==> src/verilog/csv_pkg.sv <==
// constants shared by the comparator sync and reference ladder control block
package csv_pkg;

    // ------------------------------------------------------------
    // register map (byte addresses on the apb bus)
    // ------------------------------------------------------------
    localparam int ADDR_W = 12;
    localparam logic [ADDR_W-1:0] ADDR_CMP_CTRL = 12'h000; // comparator_control_two
    localparam logic [ADDR_W-1:0] ADDR_REF_CTRL = 12'h004; // reference_ladder_control
    localparam logic [ADDR_W-1:0] ADDR_STATUS = 12'h008;   // live state, read only

    // ------------------------------------------------------------
    // comparator_control_two fields
    // ------------------------------------------------------------
    localparam int SYNC_BIT = 0;   // output_sync_select
    localparam int GATE_BIT = 1;   // timer_gate_source_select
    localparam int HYS_BIT = 3;    // hysteresis_enable
    localparam int ALT_BIT = 4;    // timer_alt_clock_select
    localparam logic [7:0] CMP_CTRL_MASK = 8'h1b;
    localparam logic [7:0] CMP_CTRL_RESET = 8'h00;

    // ------------------------------------------------------------
    // reference_ladder_control fields
    // ------------------------------------------------------------
    localparam int LEVEL_LSB = 0;  // ladder_level_code, four bits
    localparam int LEVEL_W = 4;
    localparam int FIXED_BIT = 4;  // fixed_reference_enable
    localparam int RANGE_BIT = 5;  // ladder_range_select, one = low range
    localparam int LADDER_BIT = 7; // ladder_reference_enable
    localparam logic [7:0] REF_CTRL_MASK = 8'hbf;
    localparam logic [7:0] REF_CTRL_RESET = 8'h00;

    // ------------------------------------------------------------
    // status register fields
    // ------------------------------------------------------------
    localparam int ST_CMP_BIT = 0;     // comparator output as presented
    localparam int ST_SRC_BIT = 1;     // timer source clock level
    localparam int ST_PRE_BIT = 2;     // prescaled timer clock level
    localparam int ST_SEL_LSB = 3;     // reference selection, two bits
    localparam int ST_FIXED_BIT = 5;   // fixed reference running

    // ------------------------------------------------------------
    // timer clock source: half periods in system clock cycles
    // ------------------------------------------------------------
    localparam int HALF_W = 3;
    localparam logic [HALF_W-1:0] HALF_FAST = 3'h1;  // oscillator rate
    localparam logic [HALF_W-1:0] HALF_SLOW = 3'h4;  // instruction rate, one quarter

    // reference presented to the comparator
    typedef enum logic [1:0] {
        REF_GROUND = 2'h0,
        REF_FIXED = 2'h1,
        REF_LADDER = 2'h2
    } csv_ref_sel_t;

endpackage

==> src/verilog/csv_ctrl.sv <==
// comparator output sync, timer1 source select and reference ladder control
//
// Chosen here: the APB register port and the register offsets.
module csv_ctrl (
    input wire logic clk_sys,
    input wire logic rst,
    input wire logic psel,
    input wire logic penable,
    input wire logic pwrite,
    input wire logic [11:0] paddr,
    input wire logic [31:0] pwdata,
    output logic [31:0] prdata,
    output logic pready,
    output logic pslverr,
    input wire logic cmp_raw_out,
    input wire logic high_freq_internal_osc,
    input wire logic timer_gate_pin,
    input wire logic [1:0] timer_prescale,
    output logic cmp_presented_out,
    output logic timer_gate,
    output logic timer_count_pulse,
    output logic timer_source_clk,
    output logic hysteresis_enable,
    output logic [3:0] ladder_level_code,
    output logic ladder_range_select,
    output logic ladder_reference_enable,
    output logic fixed_reference_enable,
    output logic [1:0] ref_select
);

    // ------------------------------------------------------------
    // declarations
    // ------------------------------------------------------------
    logic [7:0] comparator_control_two;
    logic [7:0] reference_ladder_control;
    logic src_level;
    logic pre_level;
    logic pre_level_d;
    logic pre_rise;
    logic pre_fall;
    logic cmp_latch;
    logic next_cmp_out;
    logic wr_access;
    logic setup_phase;
    logic [31:0] next_rdata;
    logic next_err;
    csv_pkg::csv_ref_sel_t next_ref_sel;
    logic next_fixed_on;

    // one address decoder shared by the write and the read paths
    function automatic logic addr_is(input logic [11:0] a, input logic [11:0] target);
        addr_is = (a == target);
    endfunction

    function automatic logic addr_known(input logic [11:0] a);
        addr_known = addr_is(a, csv_pkg::ADDR_CMP_CTRL) || addr_is(a, csv_pkg::ADDR_REF_CTRL)
            || addr_is(a, csv_pkg::ADDR_STATUS);
    endfunction

    // ------------------------------------------------------------
    // apb slave: no wait state, read data still leaves a flip-flop
    // ------------------------------------------------------------
    assign setup_phase = psel && !penable;
    assign wr_access = psel && penable && pready && pwrite;

    // pready rises in the first access cycle and drops right after
    always_ff @(posedge clk_sys)
    begin
        if (rst)
            pready <= 1'b0;
        else
            pready <= setup_phase;
    end

    // unmapped address answers with an error, writes there change nothing
    always_comb
    begin
        next_err = !addr_known(paddr);
    end

    always_ff @(posedge clk_sys)
    begin
        if (rst)
            pslverr <= 1'b0;
        else if (setup_phase)
            pslverr <= next_err;
        else
            pslverr <= 1'b0;
    end

    // read mux; unimplemented bits are masked to zero
    always_comb
    begin
        next_rdata = 32'h0000_0000;
        if (addr_is(paddr, csv_pkg::ADDR_CMP_CTRL))
            next_rdata[7:0] = comparator_control_two & csv_pkg::CMP_CTRL_MASK;
        else if (addr_is(paddr, csv_pkg::ADDR_REF_CTRL))
            next_rdata[7:0] = reference_ladder_control & csv_pkg::REF_CTRL_MASK;
        else if (addr_is(paddr, csv_pkg::ADDR_STATUS))
        begin
            next_rdata[csv_pkg::ST_CMP_BIT] = cmp_presented_out;
            next_rdata[csv_pkg::ST_SRC_BIT] = src_level;
            next_rdata[csv_pkg::ST_PRE_BIT] = pre_level;
            next_rdata[csv_pkg::ST_SEL_LSB +: 2] = ref_select;
            next_rdata[csv_pkg::ST_FIXED_BIT] = fixed_reference_enable;
        end
    end

    // read data is sampled in the setup phase and held for the access
    always_ff @(posedge clk_sys)
    begin
        if (rst)
            prdata <= 32'h0000_0000;
        else if (setup_phase && !pwrite)
            prdata <= next_rdata;
    end

    // ------------------------------------------------------------
    // control registers
    // ------------------------------------------------------------
    // write mask keeps the unimplemented bits at zero whatever is written
    always_ff @(posedge clk_sys)
    begin
        if (rst)
            comparator_control_two <= csv_pkg::CMP_CTRL_RESET;
        else if (wr_access && addr_is(paddr, csv_pkg::ADDR_CMP_CTRL))
            comparator_control_two <= pwdata[7:0] & csv_pkg::CMP_CTRL_MASK;
    end

    always_ff @(posedge clk_sys)
    begin
        if (rst)
            reference_ladder_control <= csv_pkg::REF_CTRL_RESET;
        else if (wr_access && addr_is(paddr, csv_pkg::ADDR_REF_CTRL))
            reference_ladder_control <= pwdata[7:0] & csv_pkg::REF_CTRL_MASK;
    end

    // ------------------------------------------------------------
    // timer clock source and prescaler
    // ------------------------------------------------------------
    csv_tmr_clk u_tmr_clk (
        .clk_sys(clk_sys),
        .rst(rst),
        .alt_select(comparator_control_two[csv_pkg::ALT_BIT]),
        .prescale(timer_prescale),
        .src_level(src_level),
        .pre_level(pre_level)
    );

    // edge detector on the prescaled clock
    always_ff @(posedge clk_sys)
    begin
        if (rst)
            pre_level_d <= 1'b0;
        else
            pre_level_d <= pre_level;
    end

    assign pre_rise = pre_level && !pre_level_d;
    assign pre_fall = !pre_level && pre_level_d;

    // source clock mirrored to timer1 from a flip-flop
    always_ff @(posedge clk_sys)
    begin
        if (rst)
            timer_source_clk <= 1'b0;
        else
            timer_source_clk <= src_level;
    end

    // count on the rising edge so the falling-edge capture never races it
    always_ff @(posedge clk_sys)
    begin
        if (rst)
            timer_count_pulse <= 1'b0;
        else
            timer_count_pulse <= pre_rise;
    end

    // ------------------------------------------------------------
    // comparator output synchronisation
    // ------------------------------------------------------------
    // latch follows the comparator only at the prescaled falling edge
    always_ff @(posedge clk_sys)
    begin
        if (rst)
            cmp_latch <= 1'b0;
        else if (pre_fall)
            cmp_latch <= cmp_raw_out;
    end

    // the latch is bypassed in async mode; the input is already synchronous
    always_comb
    begin
        if (comparator_control_two[csv_pkg::SYNC_BIT])
            next_cmp_out = pre_fall ? cmp_raw_out : cmp_latch;
        else
            next_cmp_out = cmp_raw_out;
    end

    always_ff @(posedge clk_sys)
    begin
        if (rst)
            cmp_presented_out <= 1'b0;
        else
            cmp_presented_out <= next_cmp_out;
    end

    // gate follows the presented output so sync mode also protects the gate
    always_ff @(posedge clk_sys)
    begin
        if (rst)
            timer_gate <= 1'b0;
        else if (comparator_control_two[csv_pkg::GATE_BIT])
            timer_gate <= timer_gate_pin;
        else
            timer_gate <= next_cmp_out;
    end

    always_ff @(posedge clk_sys)
    begin
        if (rst)
            hysteresis_enable <= 1'b0;
        else
            hysteresis_enable <= comparator_control_two[csv_pkg::HYS_BIT];
    end

    // ------------------------------------------------------------
    // reference ladder and fixed reference
    // ------------------------------------------------------------
    // level code and range pass straight to the ladder
    always_ff @(posedge clk_sys)
    begin
        if (rst)
        begin
            ladder_level_code <= 4'h0;
            ladder_range_select <= 1'b0;
        end
        else
        begin
            ladder_level_code <= reference_ladder_control[csv_pkg::LEVEL_LSB +: csv_pkg::LEVEL_W];
            ladder_range_select <= reference_ladder_control[csv_pkg::RANGE_BIT];
        end
    end

    // ladder power depends on this register alone, never on comparator bits
    always_ff @(posedge clk_sys)
    begin
        if (rst)
            ladder_reference_enable <= 1'b0;
        else
            ladder_reference_enable <= reference_ladder_control[csv_pkg::LADDER_BIT];
    end

    // the fast internal oscillator forces the fixed reference on;
    // software still owns the settling wait after turning it on
    assign next_fixed_on = reference_ladder_control[csv_pkg::FIXED_BIT]
        || high_freq_internal_osc;

    always_ff @(posedge clk_sys)
    begin
        if (rst)
            fixed_reference_enable <= 1'b0;
        else
            fixed_reference_enable <= next_fixed_on;
    end

    // ground wins only when both enable bits are clear
    always_comb
    begin
        if (reference_ladder_control[csv_pkg::LADDER_BIT])
            next_ref_sel = csv_pkg::REF_LADDER;
        else if (reference_ladder_control[csv_pkg::FIXED_BIT])
            next_ref_sel = csv_pkg::REF_FIXED;
        else
            next_ref_sel = csv_pkg::REF_GROUND;
    end

    always_ff @(posedge clk_sys)
    begin
        if (rst)
            ref_select <= csv_pkg::REF_GROUND;
        else
            ref_select <= next_ref_sel;
    end

endmodule

==> src/verilog/csv_tmr_clk.sv <==
// timer clock source generator with prescaler
module csv_tmr_clk (
    input wire logic clk_sys,
    input wire logic rst,
    input wire logic alt_select,
    input wire logic [1:0] prescale,
    output logic src_level,
    output logic pre_level
);

    logic [csv_pkg::HALF_W-1:0] half_cnt;
    logic [csv_pkg::HALF_W-1:0] half_len;
    logic [2:0] pre_cnt;
    logic src_rise;

    // oscillator rate when the alternate select is set, else one quarter of it
    assign half_len = alt_select ? csv_pkg::HALF_FAST : csv_pkg::HALF_SLOW;
    assign src_rise = (half_cnt == half_len - 3'h1) && !src_level;

    // ------------------------------------------------------------
    // source clock divider
    // ------------------------------------------------------------
    always_ff @(posedge clk_sys)
    begin
        if (rst)
        begin
            half_cnt <= 3'h0;
            src_level <= 1'b0;
        end
        else if (half_cnt >= half_len - 3'h1)
        begin
            // >= so a switch to the fast rate never strands the count
            half_cnt <= 3'h0;
            src_level <= !src_level;
        end
        else
        begin
            half_cnt <= half_cnt + 3'h1;
        end
    end

    // prescaler counts source rising edges; its bits are divided clocks
    always_ff @(posedge clk_sys)
    begin
        if (rst)
            pre_cnt <= 3'h0;
        else if (src_rise)
            pre_cnt <= pre_cnt + 3'h1;
    end

    // the capture edge is taken after the prescaler, not from the raw source
    always_ff @(posedge clk_sys)
    begin
        if (rst)
            pre_level <= 1'b0;
        else if (prescale == 2'h0)
            pre_level <= (src_rise || src_level) && !(half_cnt >= half_len - 3'h1 && src_level);
        else
            pre_level <= pre_cnt[prescale - 2'h1];
    end

endmodule

==> config.mk <==
export PLATFORM = sky130hd
export DESIGN_NAME = csv_ctrl
export DESIGN_NICKNAME = d
export VERILOG_FILES = /design/src/verilog/csv_pkg.sv /design/src/verilog/csv_ctrl.sv /design/src/verilog/csv_tmr_clk.sv
export SDC_FILE = /design/constraint.sdc
export NUM_CORES = 1
export LEC_CHECK = 0
export ABC_AREA = 1
export BUFFER_PORTS_ARGS = -buffer_cell sky130_fd_sc_hd__buf_2
export CORE_MARGIN = 3
export CORE_UTILIZATION = 41
export CTS_CLUSTER_SIZE = 28
export DETAILED_ROUTE_END_ITERATION = 8
export PLACE_DENSITY = 0.76
export SETUP_SLACK_MARGIN = 0.2
export SKIP_CTS_REPAIR_TIMING = 1
export SKIP_LAST_GASP = 1
export SYNTH_ARGS = -nofsm -noshare
export SYNTH_HDL_FRONTEND = slang
export SYNTH_HIERARCHICAL = 1
export SYNTH_SLANG_ARGS = --single-unit
==> constraint.sdc <==
create_clock -name clk_sys -period 1.2 [get_ports clk_sys]
set_clock_uncertainty 0.05 [all_clocks]
set_input_delay 0.12 -clock clk_sys [delete_from_list [all_inputs] [get_ports clk_sys]]
set_output_delay 0.12 -clock clk_sys [all_outputs]
set_load 0.02 [all_outputs]
# Word-level counts from Yosys, hierarchy flattened
# Index checks and enable logic that the tools add are counted.
[word_totals]
input_bits = 54
out_inout_bits = 48
ff_bits = 45
[classes]
magnitude_cmp = 2
addsub = 4
eq_ne = 3
bitwise = 1
n_reduce_logical = 28
n_mux = 13
[ops]
columns = ["op", "count"]
rows = [
  ["12-bit by 3-bit == test with 1-bit output (second input constant)", 1],
  ["12-bit by 4-bit == test with 1-bit output (second input constant)", 1],
  ["1-bit logical AND", 12],
  ["12-bit logical NOT", 1],
  ["6-bit 2-to-1 mux", 2],
  ["8-bit 2-to-1 mux", 1],
  ["1-bit logical NOT", 7],
  ["3-bit by 1-bit adder with 3-bit output (second input constant)", 2],
  ["1-bit 2-to-1 mux", 6],
  ["2-bit OR reduction", 3],
  ["1-bit logical OR", 4],
  ["2-bit 2-to-1 mux", 2],
  ["3-bit == test", 1],
  ["3-bit greater-or-equal comparator", 1],
  ["2-bit by 3-bit < comparator with 1-bit output (second input constant)", 1],
  ["3-bit 2-to-1 mux", 1],
  ["3-bit by 1-bit subtractor with 3-bit output (second input constant)", 1],
  ["1-bit binary-select mux with 2-bit select", 1],
  ["2-bit logical NOT", 1],
  ["2-bit by 1-bit subtractor with 2-bit output (second input constant)", 1],
  ["1-bit inverter", 1],
]

# Longest topological paths before layout
[depth]
depth_word = 7
mapped_depth = 9
mapped_depth_nobuf = 8

# Cells and area by module
# The synthesis kept the hierarchy.
[by_module_without_submodules]
columns = ["module", "cells_each", "seq_area_each_um2", "n_inst", "area_each_um2"]
rows = [
  ["csv_ctrl", 214, 700.7, 1, 1614.0],
  ["csv_tmr_clk", 60, 160.2, 1, 447.9],
]

# Worst setup path after synthesis
# Ideal clock, no wire load.
[synth_path]
kind = "reg2reg"
from = "register pready"
to = "register reference_ladder_control[4]"
arrival_ns = 1.125
n_path_buf = 1
period_less_slack_ns = 1.292
stages_incl_launch_ff = 7
setup_ns = 0.117
path_slack_ns = -0.092
path_cell_list = "dfxtp_1 nand2_1 nor2_2 nand3_2 buf_4 o21ai_1 a21oi_1"
[synth_between]
elab_chain_cells = 3
[synth_lines]
columns = ["element", "line", "source"]
rows = [
  ["from (decl)", "csv_ctrl.sv:13", "output logic pready,"],
  ["from (signal assigned)", "csv_ctrl.sv:72", "pready <= setup_phase;"],
  ["1-bit logical AND (2 in a row)", "csv_ctrl.sv:64", "assign wr_access = psel && penable && pready && pwrite;"],
  ["1-bit logical AND", "csv_ctrl.sv:134", "else if (wr_access && addr_is(paddr, csv_pkg::ADDR_REF_CTRL))"],
  ["to (signal assigned)", "csv_ctrl.sv:133", "reference_ladder_control <= csv_pkg::REF_CTRL_RESET;"],
  ["to (signal assigned)", "csv_ctrl.sv:135", "reference_ladder_control <= pwdata[7:0] & csv_pkg::REF_CTRL_MASK;"],
  ["to (decl)", "csv_ctrl.sv:35", "logic [7:0] reference_ladder_control;"],
]
# Every way passes these cells.
# A chain may end at the register's enable or synchronous reset.

# Worst setup path in the final report
[layout_path]
from = "register u_tmr_clk/half_cnt[0] (netlist name)"
to = "register u_tmr_clk.pre_level"
[layout_between]
elab_chain_cells = 5
[layout_lines]
columns = ["element", "line", "source"]
rows = [
  ["from (decl)", "csv_tmr_clk.sv:11", "logic [csv_pkg::HALF_W-1:0] half_cnt;"],
  ["from (signal assigned)", "csv_tmr_clk.sv:38", "half_cnt <= half_cnt + 3'h1;"],
  ["3-bit greater-or-equal comparator or 3-bit == test (tied branches)", "csv_tmr_clk.sv:57, csv_tmr_clk.sv:18", ""],
  ["1-bit logical AND (on tied branches)", "csv_tmr_clk.sv:57, csv_tmr_clk.sv:18", ""],
  ["1-bit logical NOT or 1-bit logical OR (tied branches)", "csv_tmr_clk.sv:57", "pre_level <= (src_rise || src_level) && !(half_cnt >= half_len - 3'h1 && src_level);"],
  ["1-bit logical AND (*)", "csv_tmr_clk.sv:57", ""],
  ["1-bit 2-to-1 mux (*)", "csv_tmr_clk.sv:56", "else if (prescale == 2'h0)"],
  ["to (signal assigned)", "csv_tmr_clk.sv:57", ""],
  ["to (signal assigned)", "csv_tmr_clk.sv:59", "pre_level <= pre_cnt[prescale - 2'h1];"],
  ["to (decl)", "csv_tmr_clk.sv:8", "output logic pre_level"],
]
# Mark *: on every way between the ends. The rest lies on a longest branch, timed or not.

==> summary.md <==
| Metric | Value |
|---|---|
| Antenna viol nets, final | 0 |
| Clk root buf | clkbuf_8 |
| Diodes inserted | 0 |
| Vias per inst | 4.639 |
| Std cell rows | 25 |
| Crit path cell chain | inv_1 -> ha_4 -> nand2_4 -> nor2_4 -> nand2_4 -> nand2_1 -> nor2_1 -> nor2_1 |
| WL final | ~4800 um |
| Final WS setup | -106.0 ps |
| Post-Place Cells | approximately 400 |
| Status | finished with violations |
| Slowest cell on crit path | dfxtp_2 |
| Placed cell areas | 2439 um2 |
| Post-Layout Cell Count | between 400 and 500 |
| Number of synthesized register bits | 43 |
| DRC errors left | 0 |
| Synth async-reset ratio | 0% |
| Vias | 1902 |
| Global route overflow | 0 |
| Worst EP arrival | ~1500 ps |
| Initial antenna violation count | 0 |
| Drt first-iter violations | 60 |
| Netlist Area Pre-Place | roughly 2100 um2 |
| Final period utilization | 108.8% |
| Largest net degree at the start of global routing | 17 |
| CP Class | flop to flop |
| Synth cell count leaders | nand2_1 (46), dfxtp_1 (43), inv_1 (37), nor2_1 (33), buf_4 (27) |
| CP Launch Type | flop |
| TritonCTS Buffers | 5 |
| Worst-skew pair later-pin latency | just under 300 ps |
| Post-layout util | between 50% and 60% |
| Max-cap violations | 0 |
| Failing checks | setup timing |
| Endpoints failing hold | 0 |
| Reg clk slew, reported paths | ~80 ps |
| Die Ht | 76.92 um |
| Synth warn | 6 |
| Post-DP HPWL | 3497 um |
| GRT Total Usage | roughly 15% |
| Final RePlAce weighted congestion | 0.8914 |
| Leak | ~0.0013 uW |
| Fin crit period | 1306 ps |
| EDFF count, synth | 0 |
| Initial Utilization | between 40% and 50% |
| Unique masters post-synth | 27 |
| Critical Path Fanout Max | 5 |
| Drt pass-1 iters | 5 |
| Post-route cell area | around 2700 um2 |
| Primary FF master, synth | dfxtp_1 |
| Die span in x | between 70 and 80 um |
| RSZ-0062 raised after global routing | true |
| Hold slack | 31.67 ps |
| Top cell type's share of synthesized area | 41.75% |
| Die area | about 6000 um2 |
| Cell count after synthesis | between 200 and 300 |
| I/O Buffers | 51 |
| Vias in the first global route | 1638 |
| Top cells by area, synth | dfxtp_1 (42%), buf_4 (9.8%), nand2_1 (8.4%), inv_1 (6.7%), nor2_1 (6.0%) |
| Sequential element share of the synthesized area | between 40% and 50% |
| Setup Viol. Count Final | 4 |
| Wire length per cell | between 10 and 15 um |
| Cell taking the most area after synthesis | dfxtp_1 |
| Critical Path RT | 1340 ps |
| Slew Limit Fails | 0 |
| Core Box Area | 4786 um2 |
| Synthesis-to-finish area growth | 31.43% |
| Boundary Pins | around 100 |
| HP Class | input pin to flop |
| Maximum VDD drop | between 0.0006 and 0.0007 V |
| Slowest stage delay, CP | roughly 340 ps |
| Highest Clock Rate | 765.7 MHz |
| Fraction of layout instances using a drive strength above 1 | a little under two fifths |
| Crit end category | flop |
| First-pass GRT wire length | roughly 7100 um |
| CTS Buffer Depth | 2 |
| CTS sink cnt | 43 |
| CTS H-tree lvls | 2 |
| Pwr Density | between 1000 and 1500 nW/um2 |
| Most frequent cell after synthesis | nand2_1 |
| CTS tree | done |
| Nets | about 400 |
| Syn avg cell area | between 7 and 8 um2 |
## worst paths after layout
| path | start | to | slack [ps] | cells after the start |
|---|---|---|---|---|
| max | u_tmr_clk/half_cnt[0] | u_tmr_clk/pre_level | -110 | 8 |
| min | pwdata[2] | reference_ladder_control[2] | 30 | 3 |
| max reg2reg | u_tmr_clk/half_cnt[0] | u_tmr_clk/pre_level | -110 | 8 |
| min reg2reg | pre_level_d | timer_count_pulse | 370 | 1 |
## registers in the layout, summed over array words and instances, names as in the netlist, 3 cells and up
register                  flops
comparator_control_two        4
ladder_level_code             4
prdata                        7
reference_ladder_control      7
u_tmr_clk/half_cnt            3
u_tmr_clk/pre_cnt             3
## power breakdown
part / switching, uW / internal [uW]
clock network: 468 / 409
logic: 435 / 273
registers: 98.3 / 1520
## layout by cell type (no fill, tap or decap), types with 5 or more instances in the layout
| cell type | Yosys | routed |
|---|---|---|
| a21oi_1 | 17 | 11 |
| a21oi_2 | 4 | 10 |
| buf_2 | 1 | 47 |
| buf_4 | 27 | 16 |
| clkbuf_8 | 0 | 5 |
| conb_1 | 1 | 25 |
| dfxtp_1 | 43 | 39 |
| inv_1 | 37 | 35 |
| nand2_1 | 46 | 39 |
| nand2_2 | 2 | 5 |
| nand3_1 | 19 | 17 |
| nor2_1 | 33 | 27 |
| nor2_2 | 3 | 5 |
| nor2_4 | 2 | 6 |
| o21ai_2 | 0 | 9 |
## cell type report
type                       count  area, um2
timing repair buffer          68      431.7
multi-input combinational    187       1104
clock inverter                 1      5.005
clock buffer                   7      76.32
sequential                    43      870.8
inverter                      37      138.9
tap                           67      83.83
fill                         460       2076
## worst max-delay path, delay by kind of cell (launching register included)
family / cells / cell delay (ps)
flip-flops: 1 / 340
adder cells (fa/ha/maj): 1 / 240
AND/OR/NAND/NOR: 6 / 500
buffers and inverters: 1 / 70
## per-layer routing
| metal | track usage (%) | share of wire, % | vias up |
|---|---|---|---|
| met5 | 0 | 0 | - |
| met4 | 4.891 | 1.3 | 0 |
| met3 | 4.812 | 5.7 | 10 |
| met2 | 25.61 | 51 | 54 |
| met1 | 16.97 | 42 | 885 |
| li1 | - | - | 953 |
## metrics by stage
| stage | total power [uW] | TNS [ps] | setup WS [ps] |
|---|---|---|---|
| after global routing | 3373 | -582.0 | -152.7 |
| after CTS | 3087 | -366.8 | -107.5 |
| after detailed placement | 2216 | -326.2 | -94.62 |
| after global placement | 2189 | -110.2 | -32.16 |
| final | 3198 | -281.5 | -106.0 |
| after floorplan | 2088 | 0 | 7.370 |
## cell families after synthesis
| logic type | share of synthesized area, % |
|---|---|
| AND/OR/NAND/NOR | 26.03 |
| buffers and inverters | 17.72 |
| XOR/XNOR | 0.8497 |
| other | 0.1819 |
| flip-flops | 41.75 |
| adder cells (fa/ha/maj) | 3.034 |
| AO/OA/AOI/OAI | 10.44 |
No activity file was read; power rests on OpenSTA's default activity.
